$ cat config.mk
export PLATFORM = sky130hd
export DESIGN_NAME = sensor_exc_handler
export DESIGN_NICKNAME = d
export VERILOG_FILES = /design/src/sensor_exc_pkg.sv /design/src/sensor_exc_handler.sv
export VERILOG_INCLUDE_DIRS = /design/src
export SDC_FILE = /design/constraint.sdc
export NUM_CORES = 1
export LEC_CHECK = 0
export ABC_CLOCK_PERIOD_IN_PS = 2530
export BUFFER_PORTS_ARGS = -buffer_cell sky130_fd_sc_hd__buf_2
export CAP_MARGIN = 20
export CORE_AREA = 5 5 143 145
export DETAILED_ROUTE_END_ITERATION = 6
export DIE_AREA = 0 0 148 150
export PLACE_DENSITY = 0.63
export SLEW_MARGIN = 20
export SYNTH_ARGS = -nofsm -noshare
export SYNTH_HDL_FRONTEND = slang
export SYNTH_SLANG_ARGS = --single-unit
$ cat constraint.sdc
create_clock -name clk_i -period 2.53 [get_ports clk_i]
set_input_delay 0 -clock clk_i [delete_from_list [all_inputs] [get_ports clk_i]]
set_output_delay 0 -clock clk_i [all_outputs]
set_load 0.01 [all_outputs]
$ cat src/sensor_exc_consts.svh
`ifndef SENSOR_EXC_CONSTS_SVH
`define SENSOR_EXC_CONSTS_SVH

// ----------------------------------------------------------------
// clock and timing
// ----------------------------------------------------------------
`define CLK_PERIOD_NS 10
// bus switch opening time, ns (longest time, rounds down)
`define SWITCH_OPEN_TIME_NS 2000
`define SWITCH_OPEN_CYC ((`SWITCH_OPEN_TIME_NS / `CLK_PERIOD_NS) < 1 ? 1 : \
    (`SWITCH_OPEN_TIME_NS / `CLK_PERIOD_NS))
// reserve reset timeout, us
`define RESERVE_RESET_TIMEOUT_US 1000
`define RESERVE_RESET_CYC (`RESERVE_RESET_TIMEOUT_US * 1000 / `CLK_PERIOD_NS)
// capacitor test reset period, us
`define CAPTEST_RESET_PERIOD_US 1000
`define CAPTEST_RESET_CYC (`CAPTEST_RESET_PERIOD_US * 1000 / `CLK_PERIOD_NS)
// frame timeout, us
`define FRAME_TIMEOUT_TIME_US 1000
`define FRAME_TIMEOUT_CYC (`FRAME_TIMEOUT_TIME_US * 1000 / `CLK_PERIOD_NS)
// length of one internal reset pulse, cycles
`define RESET_PULSE_CYC 16

// ----------------------------------------------------------------
// wishbone register map (byte addresses)
// ----------------------------------------------------------------
`define REG_STATUS 8'h00
`define REG_IRQ_STATUS 8'h04
`define REG_IRQ_MASK 8'h08
`define REG_CONTROL 8'h0C

// irq status bit positions
`define IRQ_REG_UV 0
`define IRQ_RESERVE_UV 1
`define IRQ_RESERVE_RST 2
`define IRQ_CAPTEST 3
`define IRQ_FRAME_TO 4
`define IRQ_CRC 5
`define IRQ_WIDTH 6

// reset values
`define IRQ_MASK_RST 6'h00

`endif

$ cat src/sensor_exc_pkg.sv
`default_nettype none
package sensor_exc_pkg;

    // acceleration read answer source
    typedef enum logic [1:0] {
        ACC_NORMAL = 2'h0,
        ACC_ZERO = 2'h1,
        ACC_SELFTEST = 2'h2
    } acc_src_t;

    // device-level exception state
    typedef enum logic [3:0] {
        EXC_RUN = 4'h1,
        EXC_HOLD = 4'h2,
        EXC_PULSE = 4'h4,
        EXC_WAIT = 4'h8
    } exc_state_t;

endpackage
`default_nettype wire

$ cat src/sensor_exc_handler.sv
// The implementer's own choices: the Wishbone register port and the register offsets.
`timescale 1ns/1ps
`default_nettype none
`include "sensor_exc_consts.svh"

module sensor_exc_handler
    import sensor_exc_pkg::*;
#(
    parameter int RESERVE_CYC = `RESERVE_RESET_CYC,
    parameter int CAPTEST_CYC = `CAPTEST_RESET_CYC,
    parameter int FRAME_CYC = `FRAME_TIMEOUT_CYC
) (
    // clock and reset
    input wire logic clk_i,
    input wire logic rst_i,
    // analog comparator levels, asynchronous
    input wire logic digital_regulator_out_low_i,
    input wire logic analog_regulator_out_low_i,
    input wire logic reserve_cap_node_low_i,
    input wire logic bus_input_line_low_i,
    input wire logic captest_fail_i,
    // factory memory check and self-test request, same clock
    input wire logic factory_crc_fail_i,
    input wire logic factory_lock_i,
    input wire logic selftest_request_i,
    // to the device core
    output logic core_reset_o,
    output logic bus_silent_o,
    output logic bus_switch_open_o,
    output logic error_flag_o,
    output logic selftest_active_flag_o,
    output logic low_reserve_flag_o,
    output logic [1:0] short_read_src_o,
    output logic [1:0] long_read_src_o,
    // wishbone slave
    input wire logic wb_cyc_i,
    input wire logic wb_stb_i,
    input wire logic wb_we_i,
    input wire logic [7:0] wb_adr_i,
    input wire logic [3:0] wb_sel_i,
    input wire logic [31:0] wb_dat_i,
    output logic [31:0] wb_dat_o,
    output logic wb_ack_o,
    // interrupt
    output logic irq_o
);

    // ----------------------------------------------------------------
    // state
    // ----------------------------------------------------------------
    // all state of the handler in one word
    typedef struct packed {
        // fault level synchronisers
        logic [4:0] s1;
        logic [4:0] s2;
        // reset sequencer and its timers
        exc_state_t st;
        logic [31:0] period_cnt;
        logic [31:0] reserve_cnt;
        logic [31:0] frame_cnt;
        logic [7:0] pulse_cnt;
        logic [1:0] cause;
        // switch, flags and read sources carried in responses
        logic sw_open;
        logic err;
        logic stf;
        logic lowres;
        logic [1:0] srd;
        logic [1:0] lrd;
        // interrupt and control registers
        logic [`IRQ_WIDTH-1:0] irq_st;
        logic [`IRQ_WIDTH-1:0] irq_mask;
        logic force_st_off;
        // bus answer
        logic ack;
        logic [31:0] rdat;
    } state_t;

    // registered copy and its next value
    state_t ff, nxt;

    // ----------------------------------------------------------------
    // helpers
    // ----------------------------------------------------------------

    // cause codes for the periodic reset
    localparam logic [1:0] CAUSE_RES = 2'h0;
    localparam logic [1:0] CAUSE_CAP = 2'h1;
    localparam logic [1:0] CAUSE_FRM = 2'h2;

    // period length for the active repeating cause
    function automatic logic [31:0] period_of(input logic [1:0] c);
        case (c)
            CAUSE_CAP: period_of = 32'(CAPTEST_CYC);
            CAUSE_FRM: period_of = 32'(FRAME_CYC);
            default: period_of = 32'(RESERVE_CYC);
        endcase
    endfunction

    // saturating increment of a timeout counter
    function automatic logic [31:0] sat_inc(input logic [31:0] v);
        sat_inc = (v == 32'hFFFFFFFF) ? v : v + 32'h1;
    endfunction

    // true on the edge that starts a reset pulse for the given cause
    function automatic logic pulse_start(
        input exc_state_t cur,
        input exc_state_t nx,
        input logic [1:0] c,
        input logic [1:0] want
    );
        pulse_start = (nx == EXC_PULSE) && (cur != EXC_PULSE) && (c == want);
    endfunction

    // ----------------------------------------------------------------
    // decode
    // ----------------------------------------------------------------
    logic reg_uv; // either regulator low
    logic res_low;
    logic frame_low;
    logic cap_fail;
    logic res_long;
    logic frame_long;
    logic repeat_req; // any cause that asks for a reset pulse
    logic [1:0] want_cause;
    logic wb_req;
    logic wb_wr;

    // synchronised fault levels
    assign reg_uv = ff.s2[0] | ff.s2[1];
    assign res_low = ff.s2[2];
    assign frame_low = ff.s2[3];
    assign cap_fail = ff.s2[4];
    // timed faults and the cause that wins
    assign res_long = res_low && (ff.reserve_cnt >= 32'(RESERVE_CYC));
    assign frame_long = frame_low && (ff.frame_cnt >= 32'(FRAME_CYC));
    assign repeat_req = res_long | cap_fail | frame_long;
    assign want_cause = cap_fail ? CAUSE_CAP : (res_long ? CAUSE_RES : CAUSE_FRM);
    // a request is taken only while no answer is out
    assign wb_req = wb_cyc_i & wb_stb_i & ~ff.ack;
    // writes land on the ack edge, so a master that quits early changes nothing
    assign wb_wr = ff.ack & wb_cyc_i & wb_stb_i & wb_we_i & wb_sel_i[0];

    // ----------------------------------------------------------------
    // next state
    // ----------------------------------------------------------------
    // whole next state in one pass
    always_comb begin
        logic st_on;
        logic [`IRQ_WIDTH-1:0] ev;
        st_on = 1'b0;
        ev = '0;
        nxt = ff;
        // two-stage sync; first stage read only by the second
        nxt.s1 = {captest_fail_i, bus_input_line_low_i, reserve_cap_node_low_i,
            analog_regulator_out_low_i, digital_regulator_out_low_i};
        nxt.s2 = ff.s1;
        // dwell counters; reset only by the line recovering
        nxt.reserve_cnt = res_low ? sat_inc(ff.reserve_cnt) : 32'h0;
        nxt.frame_cnt = frame_low ? sat_inc(ff.frame_cnt) : 32'h0;
        // reset-type sequencer; supply loss overrides repeating resets
        case (ff.st)
            EXC_RUN: begin
                // regulator loss beats every repeating cause
                if (reg_uv) begin
                    nxt.st = EXC_HOLD;
                end else if (repeat_req) begin
                    nxt.st = EXC_PULSE;
                    nxt.cause = want_cause;
                    nxt.pulse_cnt = 8'h0;
                end
            end
            EXC_HOLD: begin
                // configuration is gone here; the master re-initialises
                if (!reg_uv) begin
                    nxt.st = EXC_RUN;
                end
            end
            EXC_PULSE: begin
                nxt.pulse_cnt = ff.pulse_cnt + 8'h1;
                // a pulse is cut short if a regulator drops
                if (reg_uv) begin
                    nxt.st = EXC_HOLD;
                end else if (ff.pulse_cnt >= 8'(`RESET_PULSE_CYC - 1)) begin
                    nxt.st = EXC_WAIT;
                    nxt.period_cnt = 32'h0;
                end
            end
            EXC_WAIT: begin
                nxt.period_cnt = ff.period_cnt + 32'h1;
                if (reg_uv) begin
                    nxt.st = EXC_HOLD;
                end else if (!repeat_req && !(res_low || frame_low)) begin
                    nxt.st = EXC_RUN; // configuration lost, master re-inits
                end else if (ff.period_cnt >= period_of(ff.cause) - 32'h1) begin
                    nxt.st = repeat_req ? EXC_PULSE : EXC_WAIT;
                    nxt.cause = repeat_req ? want_cause : ff.cause;
                    nxt.pulse_cnt = 8'h0;
                    nxt.period_cnt = 32'h0;
                end
            end
            default: nxt.st = EXC_HOLD;
        endcase
        // switch opens the cycle after detection, well inside the limit
        nxt.sw_open = (nxt.st != EXC_RUN);
        // flag-only exceptions; brief reserve dip keeps configuration
        st_on = selftest_request_i & ~ff.force_st_off;
        nxt.err = factory_crc_fail_i & factory_lock_i;
        nxt.stf = st_on;
        nxt.lowres = res_low;
        // a factory fault zeroes short reads even under self-test
        if (nxt.err) begin
            nxt.srd = ACC_ZERO;
            nxt.lrd = st_on ? ACC_SELFTEST : ACC_NORMAL;
        end else if (res_low) begin
            nxt.srd = st_on ? ACC_SELFTEST : ACC_ZERO;
            nxt.lrd = st_on ? ACC_SELFTEST : ACC_NORMAL;
        end else begin
            nxt.srd = st_on ? ACC_SELFTEST : ACC_NORMAL;
            nxt.lrd = st_on ? ACC_SELFTEST : ACC_NORMAL;
        end
        // interrupt events on rising conditions
        ev[`IRQ_REG_UV] = (nxt.st == EXC_HOLD) && (ff.st != EXC_HOLD);
        ev[`IRQ_RESERVE_UV] = res_low && (ff.reserve_cnt == 32'h0);
        ev[`IRQ_RESERVE_RST] = pulse_start(ff.st, nxt.st, nxt.cause, CAUSE_RES);
        ev[`IRQ_CAPTEST] = pulse_start(ff.st, nxt.st, nxt.cause, CAUSE_CAP);
        ev[`IRQ_FRAME_TO] = pulse_start(ff.st, nxt.st, nxt.cause, CAUSE_FRM);
        ev[`IRQ_CRC] = nxt.err && !ff.err;
        // wishbone single-cycle answer, set beats write-one-clear
        nxt.ack = wb_req;
        nxt.rdat = 32'h0;
        if (wb_wr) begin
            case (wb_adr_i)
                `REG_IRQ_STATUS: nxt.irq_st = ff.irq_st & ~wb_dat_i[`IRQ_WIDTH-1:0];
                `REG_IRQ_MASK: nxt.irq_mask = wb_dat_i[`IRQ_WIDTH-1:0];
                `REG_CONTROL: nxt.force_st_off = wb_dat_i[0];
                default: ;
            endcase
        end
        // set after clear so a new event is never lost
        nxt.irq_st = nxt.irq_st | ev;
        // reads sample the registers on the taking edge
        if (wb_req && !wb_we_i) begin
            case (wb_adr_i)
                `REG_STATUS: nxt.rdat = {20'h0, ff.lrd, ff.srd, ff.st, ff.sw_open,
                    ff.lowres, ff.stf, ff.err};
                `REG_IRQ_STATUS: nxt.rdat = {26'h0, ff.irq_st};
                `REG_IRQ_MASK: nxt.rdat = {26'h0, ff.irq_mask};
                `REG_CONTROL: nxt.rdat = {31'h0, ff.force_st_off};
                default: nxt.rdat = 32'h0;
            endcase
        end
    end

    // ----------------------------------------------------------------
    // registers
    // ----------------------------------------------------------------
    // one register bank; reset leaves the device held and silent
    always_ff @(posedge clk_i) begin
        if (rst_i) begin
            ff <= '0;
            ff.st <= EXC_HOLD;
            ff.sw_open <= 1'b1;
            ff.irq_mask <= `IRQ_MASK_RST;
        end else begin
            ff <= nxt;
        end
    end

    // ----------------------------------------------------------------
    // outputs
    // ----------------------------------------------------------------
    // core held during hold and pulse; silent through the whole wait too
    assign core_reset_o = (ff.st == EXC_HOLD) || (ff.st == EXC_PULSE);
    assign bus_silent_o = (ff.st != EXC_RUN);
    // switch, flags and read sources straight from flops
    assign bus_switch_open_o = ff.sw_open;
    assign error_flag_o = ff.err;
    assign selftest_active_flag_o = ff.stf;
    assign low_reserve_flag_o = ff.lowres;
    assign short_read_src_o = ff.srd;
    assign long_read_src_o = ff.lrd;
    // bus answer
    assign wb_dat_o = ff.rdat;
    assign wb_ack_o = ff.ack;
    // level interrupt
    assign irq_o = |(ff.irq_st & ff.irq_mask);

endmodule

`default_nettype wire

# == Word-level counts from Yosys, hierarchy flattened ==
# Cells that the tools add are included.
# classes
bitwise,20
muxes,36
n_addsub,5
n_eq_ne,24
magnitude_cmp,4
n_reduce_logical,31
# op_table
cell,n
two-way mux 32 bit,6
"adder 32 x 1 -> 32 bit, second input constant",3
two-way mux 36 bit,2
"equality test 32 bit, second input constant",2
"greater-or-equal comparator 32 x 17 -> 1 bit, second input constant",2
case mux 32 bit (2 select lines),1
two-way mux 10 bit,5
case mux 12 bit (4 select lines),1
greater-or-equal comparator 32 bit,1
zero test 32 bit,1
two-way mux 4 bit,8
"subtractor 32 x 1 -> 32 bit, second input constant",1
case mux 8 bit (3 select lines),1
"equality test 8 x 4 -> 1 bit, second input constant",2
case mux 4 bit (4 select lines),1
"!= test 2 bit, second input constant",7
two-way mux 13 bit,1
bitwise AND 6 bit,2
two-way mux 6 bit,2
logical AND 1 bit,11
two-way mux 2 bit,5
"adder 8 x 1 -> 8 bit, second input constant",1
bitwise AND 1 bit,8
"equality test 4 x 2 -> 1 bit, second input constant",2
28 further kinds,44
# word_totals
input_bits,57
wordCells,140
out_inout_bits,44
ff_bits,174

# == Depth between registers and ports, before layout ==
# logic_depth
word_depth,19
mapped_depth,9
mapped_depth_nobuf,8

# == Worst setup path before layout ==
# No wires, ideal clock.
# synth_timing
path_kind,register to register
from,register ff[128] in the netlist's numbering
to,register ff[148] in the netlist's numbering
t_required_ns,2.468
path_buffers,0
setup_slack_ns,0.254
setup_ns,0.062
arrival_ns,2.214
period_less_slack_ns,2.276
stages_incl_launch_ff,8
path_cell_list,dfxtp_1 > ha_1 > and4_1 > o311ai_1 > a2111oi_2 > or3_1 > or4_1 > nand3_1
# synth_via
elab_chain_cells,5
word_cells_on_any_way,6
cone_classes,add/sub (1); order compare (1); mux (4)
# synth_lines
item,line,text
start: declaration,sensor_exc_handler.sv:80,"state_t ff, nxt;"
start signal: assignment,sensor_exc_handler.sv:266,ff <= nxt;
adder 32 x 1 -> 32 bit or greater-or-equal comparator 32 bit (tied branches),"sensor_exc_handler.sv:190, sensor_exc_handler.sv:195",
two-way mux 36 bit,sensor_exc_handler.sv:195,end else if (ff.period_cnt >= period_of(ff.cause) - 32'h1) begin
two-way mux 32 bit,sensor_exc_handler.sv:193,end else if (!repeat_req && !(res_low || frame_low)) begin
two-way mux 32 bit *,sensor_exc_handler.sv:191,if (reg_uv) begin
case mux 32 bit (2 select lines) *,sensor_exc_handler.sv:162,case (ff.st)
# Mark *: on every way between the ends. The rest lies on a longest branch, timed or not.
# A chain may end at the register's enable or synchronous reset.

# == Worst setup path after layout ==
# layout_timing
from,register ff[147] in the netlist's numbering
to,register ff[148] in the netlist's numbering
# Same word-level chain as after synthesis.

==> out/qor.yml <==
timing:
  tightest_slew_ns: 0.631
  tns_ns: 0
  rsz0062_at_grt: "no"
  min_period_ns: 2.36
  maxSlewViolCount: 0
  skew_ns: 0.00682
  relSlewSlack: 0.577
  finalSetupViolCount: 0
  final.setup.worst_slack_ns: 0.174
  fmax_ghz: 0.424
  hold_viol: 0
  fin_crit_sh: 0.931
place:
  place.gp.congestion: 0.828
  pre_cts_ws_ns: 0.131
  portBuffers: 49
  dp_hpwl_microns: 12100
clock_tree:
  clk_transition_reported_paths_ns: 0.06
  clock_path_buffers: 2
  htree_levels: 4
  cts_num_sinks: 149
  cts_tree: "yes"
  clock_latency_ns: 0.42
  cts_buffers: 17
  ctsRootBufferMaster: "clkbuf_16"
  post_cts_buffers: 0
worst_setup_path:
  crit_type: "register to register"
  crit_path_start_kind: "register"
  cp_max_fo: 6
  cp_top_family: "simple AND/OR/NAND/NOR gates"
  worstPathRequired_ns: 2.90
  endpoint_kind: "register"
  path_cells: "nor4_1 -> nand4_1 -> a31o_1 -> or3_1 -> or4_1 -> nand3_1"
  cp_slowest_stage_delay_ns: 0.52
  critPathSlowestCell: "or4_1"
  cp_num_buf_inv: 0
  worst_ep_arrival_time_ns: 2.72
floorplan:
  die_h_microns: 150
  dieArea_sq_mm: 0.0222
  fp.dieW_microns: 148
  core_area_sq_mm: 0.0191
  rows: 51
  start_util: 0.391
  ios: 101
final_layout:
  fillers: 1891
  final_nets: 1043
  diodes: 0
  seq_area_sq_mm: 0.00298
  syn_to_final_growth_pct: 18.4
  final_layout_size_suffix_gt1_frac: 0.141
  fin_util: 0.463
  multiInputGateArea_sq_mm: 0.00405
global_route:
  grt_pass1_vias: 6040
  grt_pass1_wl_microns: 28800
  grt_usage: 0.156
  antenna_found_initial: 0
  grt_overflow: 0
  grt_max_degree: 35
drt:
  wirelength_microns: 17200
  dr.pass1.iters: 4
  vias: 6574
  drc: 0
  drt_iter0_markers: 373
  via_per_inst: 5.34
  ant_nets: 0
  avgRoutedWirePerCell_microns: 14.0
synth:
  yosys_warnings: 0
  syn-cell-area_sq_mm: 0.00746
  synth_area_per_cell_sq_um: 8.26
  synth_edf_count: 0
  ys_types: 69
  yosys-top-cells-area: "dfxtp_1 (40%), nor2_1 (5.2%), nand2_1 (4.2%), xnor2_1 (3.8%), buf_4 (3.6%)"
  synth_top_area_share: 0.400
  synth-seq-cells: 149
  yosysSeqAreaShare: 0.400
  async_flop_share: 0
  synthCells: 903
  synth_ff_type: "dfxtp_1"
  yosysMostFrequentCell: "dfxtp_1"
  ys_top_cells_by_count: "dfxtp_1 (149), nor2_1 (104), nand2_1 (84)"
  synth_largest_area_cell: "dfxtp_1"
pwr:
  p_per_area_mw_per_mm2: 605
  power.leakage_nw: 3.18
  ir_drop_v: 0.000375
job:
  cap_viol_max_count: 0
outcome:
  status: "finished, final reports clean"
worst_hold_path:
  hold_class: "input pin to register"
## path summary, 6_finish.rpt
check | startpoint | endpoint | slack, ns | depth (start not counted)
worst max-delay path | ff[147] | ff[148] | 0.17 | 6
worst min-delay path | wb_adr_i[2] | wb_dat_o[1] | 0.03 | 4
worst max register to register | ff[147] | ff[148] | 0.17 | 6
worst min register to register | ff[171] | ff[166] | 0.43 | 1
## layout make-up
type / instances / share of cell area
flip-flops and latches: 149 / 0.338
repair buffers: 113 / 0.0886
well taps: 238 / 0.0337
clock inverters: 13 / 0.0222
clock buffers: 19 / 0.0501
inverters: 23 / 0.00977
multi-input cells: 676 / 0.458
## cell families after synthesis
logic type / share of synthesized area
AOI/OAI and AO/OA: 0.149
xor gates and xnor gates: 0.0610
adders and majority gates: 0.0101
buffers and inverters: 0.0718
DFF: 0.400
muxes: 0.0218
other: 0.000503
and+or+nand+nor: 0.286
## where the power goes
group | internal [mW] | total [mW] | switching, mW
clock network | 1.69 | 2.72 | 1.03
logic | 0.0973 | 0.231 | 0.134
registers | 2.37 | 2.40 | 0.0230
## tightest hold or removal path: stages
cell     delay, ns
buf_2         0.17
nor2_1        0.12
a21oi_1       0.05
nor2_1        0.07
## registers in the layout, summed over array words and instances (netlist names)
signal	count
long_read_src_o	1
bus_switch_open_o	1
ff	130
error_flag_o	1
low_reserve_flag_o	1
wb_dat_o	11
wb_ack_o	1
short_read_src_o	2
cap_fail	1
## cells in the final DEF, fill, tap and decap left out, drive strengths merged, types with 4 or more instances in the layout
cell	n
a41oi	4
a21o	5
a21oi	52
nand2	84
nor2b	14
a22oi	8
and2	16
o21a	4
a31o	4
nand4	27
conb	22
nor3	25
or3	13
buf	90
nand3	46
and3	16
clkinv	5
nor3b	6
a31oi	15
clkbuf	19
ha	6
nand3b	4
nor4	26
o21ai	33
o31ai	6
bufinv	4
nor2	104
inv	26
or4	4
dlygate4sd3	23
dfxtp	149
xor2	20
a311oi	7
and4	14
mux2i	14
xnor2	32
nor4b	6
## metrics by stage
stage	cell area (sq um)	power, mW	std cells	hold slack, ns
floorplan	7540	2.61	924	0.128
global placement	7940	2.65	1176	0.238
detailed placement	7940	2.65	1176	0.238
CTS	8810	5.40	1231	0.00576
global route	8840	5.53	1231	0.0452
finish	8840	5.35	1231	0.0299
## repair_timing
item | in CTS | in global routing
hold buffers | 23 | 0
setup endpoints to repair | 0 | 15
gates resized for setup | 0 | 5
hold endpoints to repair | 34 | 0
## per-layer routing
layer | up-vias | wire, microns | GRT usage
met4 | 0 | 288 | 0.0573
met2 | 116 | 7890 | 0.251
li1 | 3354 | - | -
met5 | - | 0 | 0
met3 | 25 | 644 | 0.0312
met1 | 3079 | 8390 | 0.208
(Power assumes the default switching activity.)
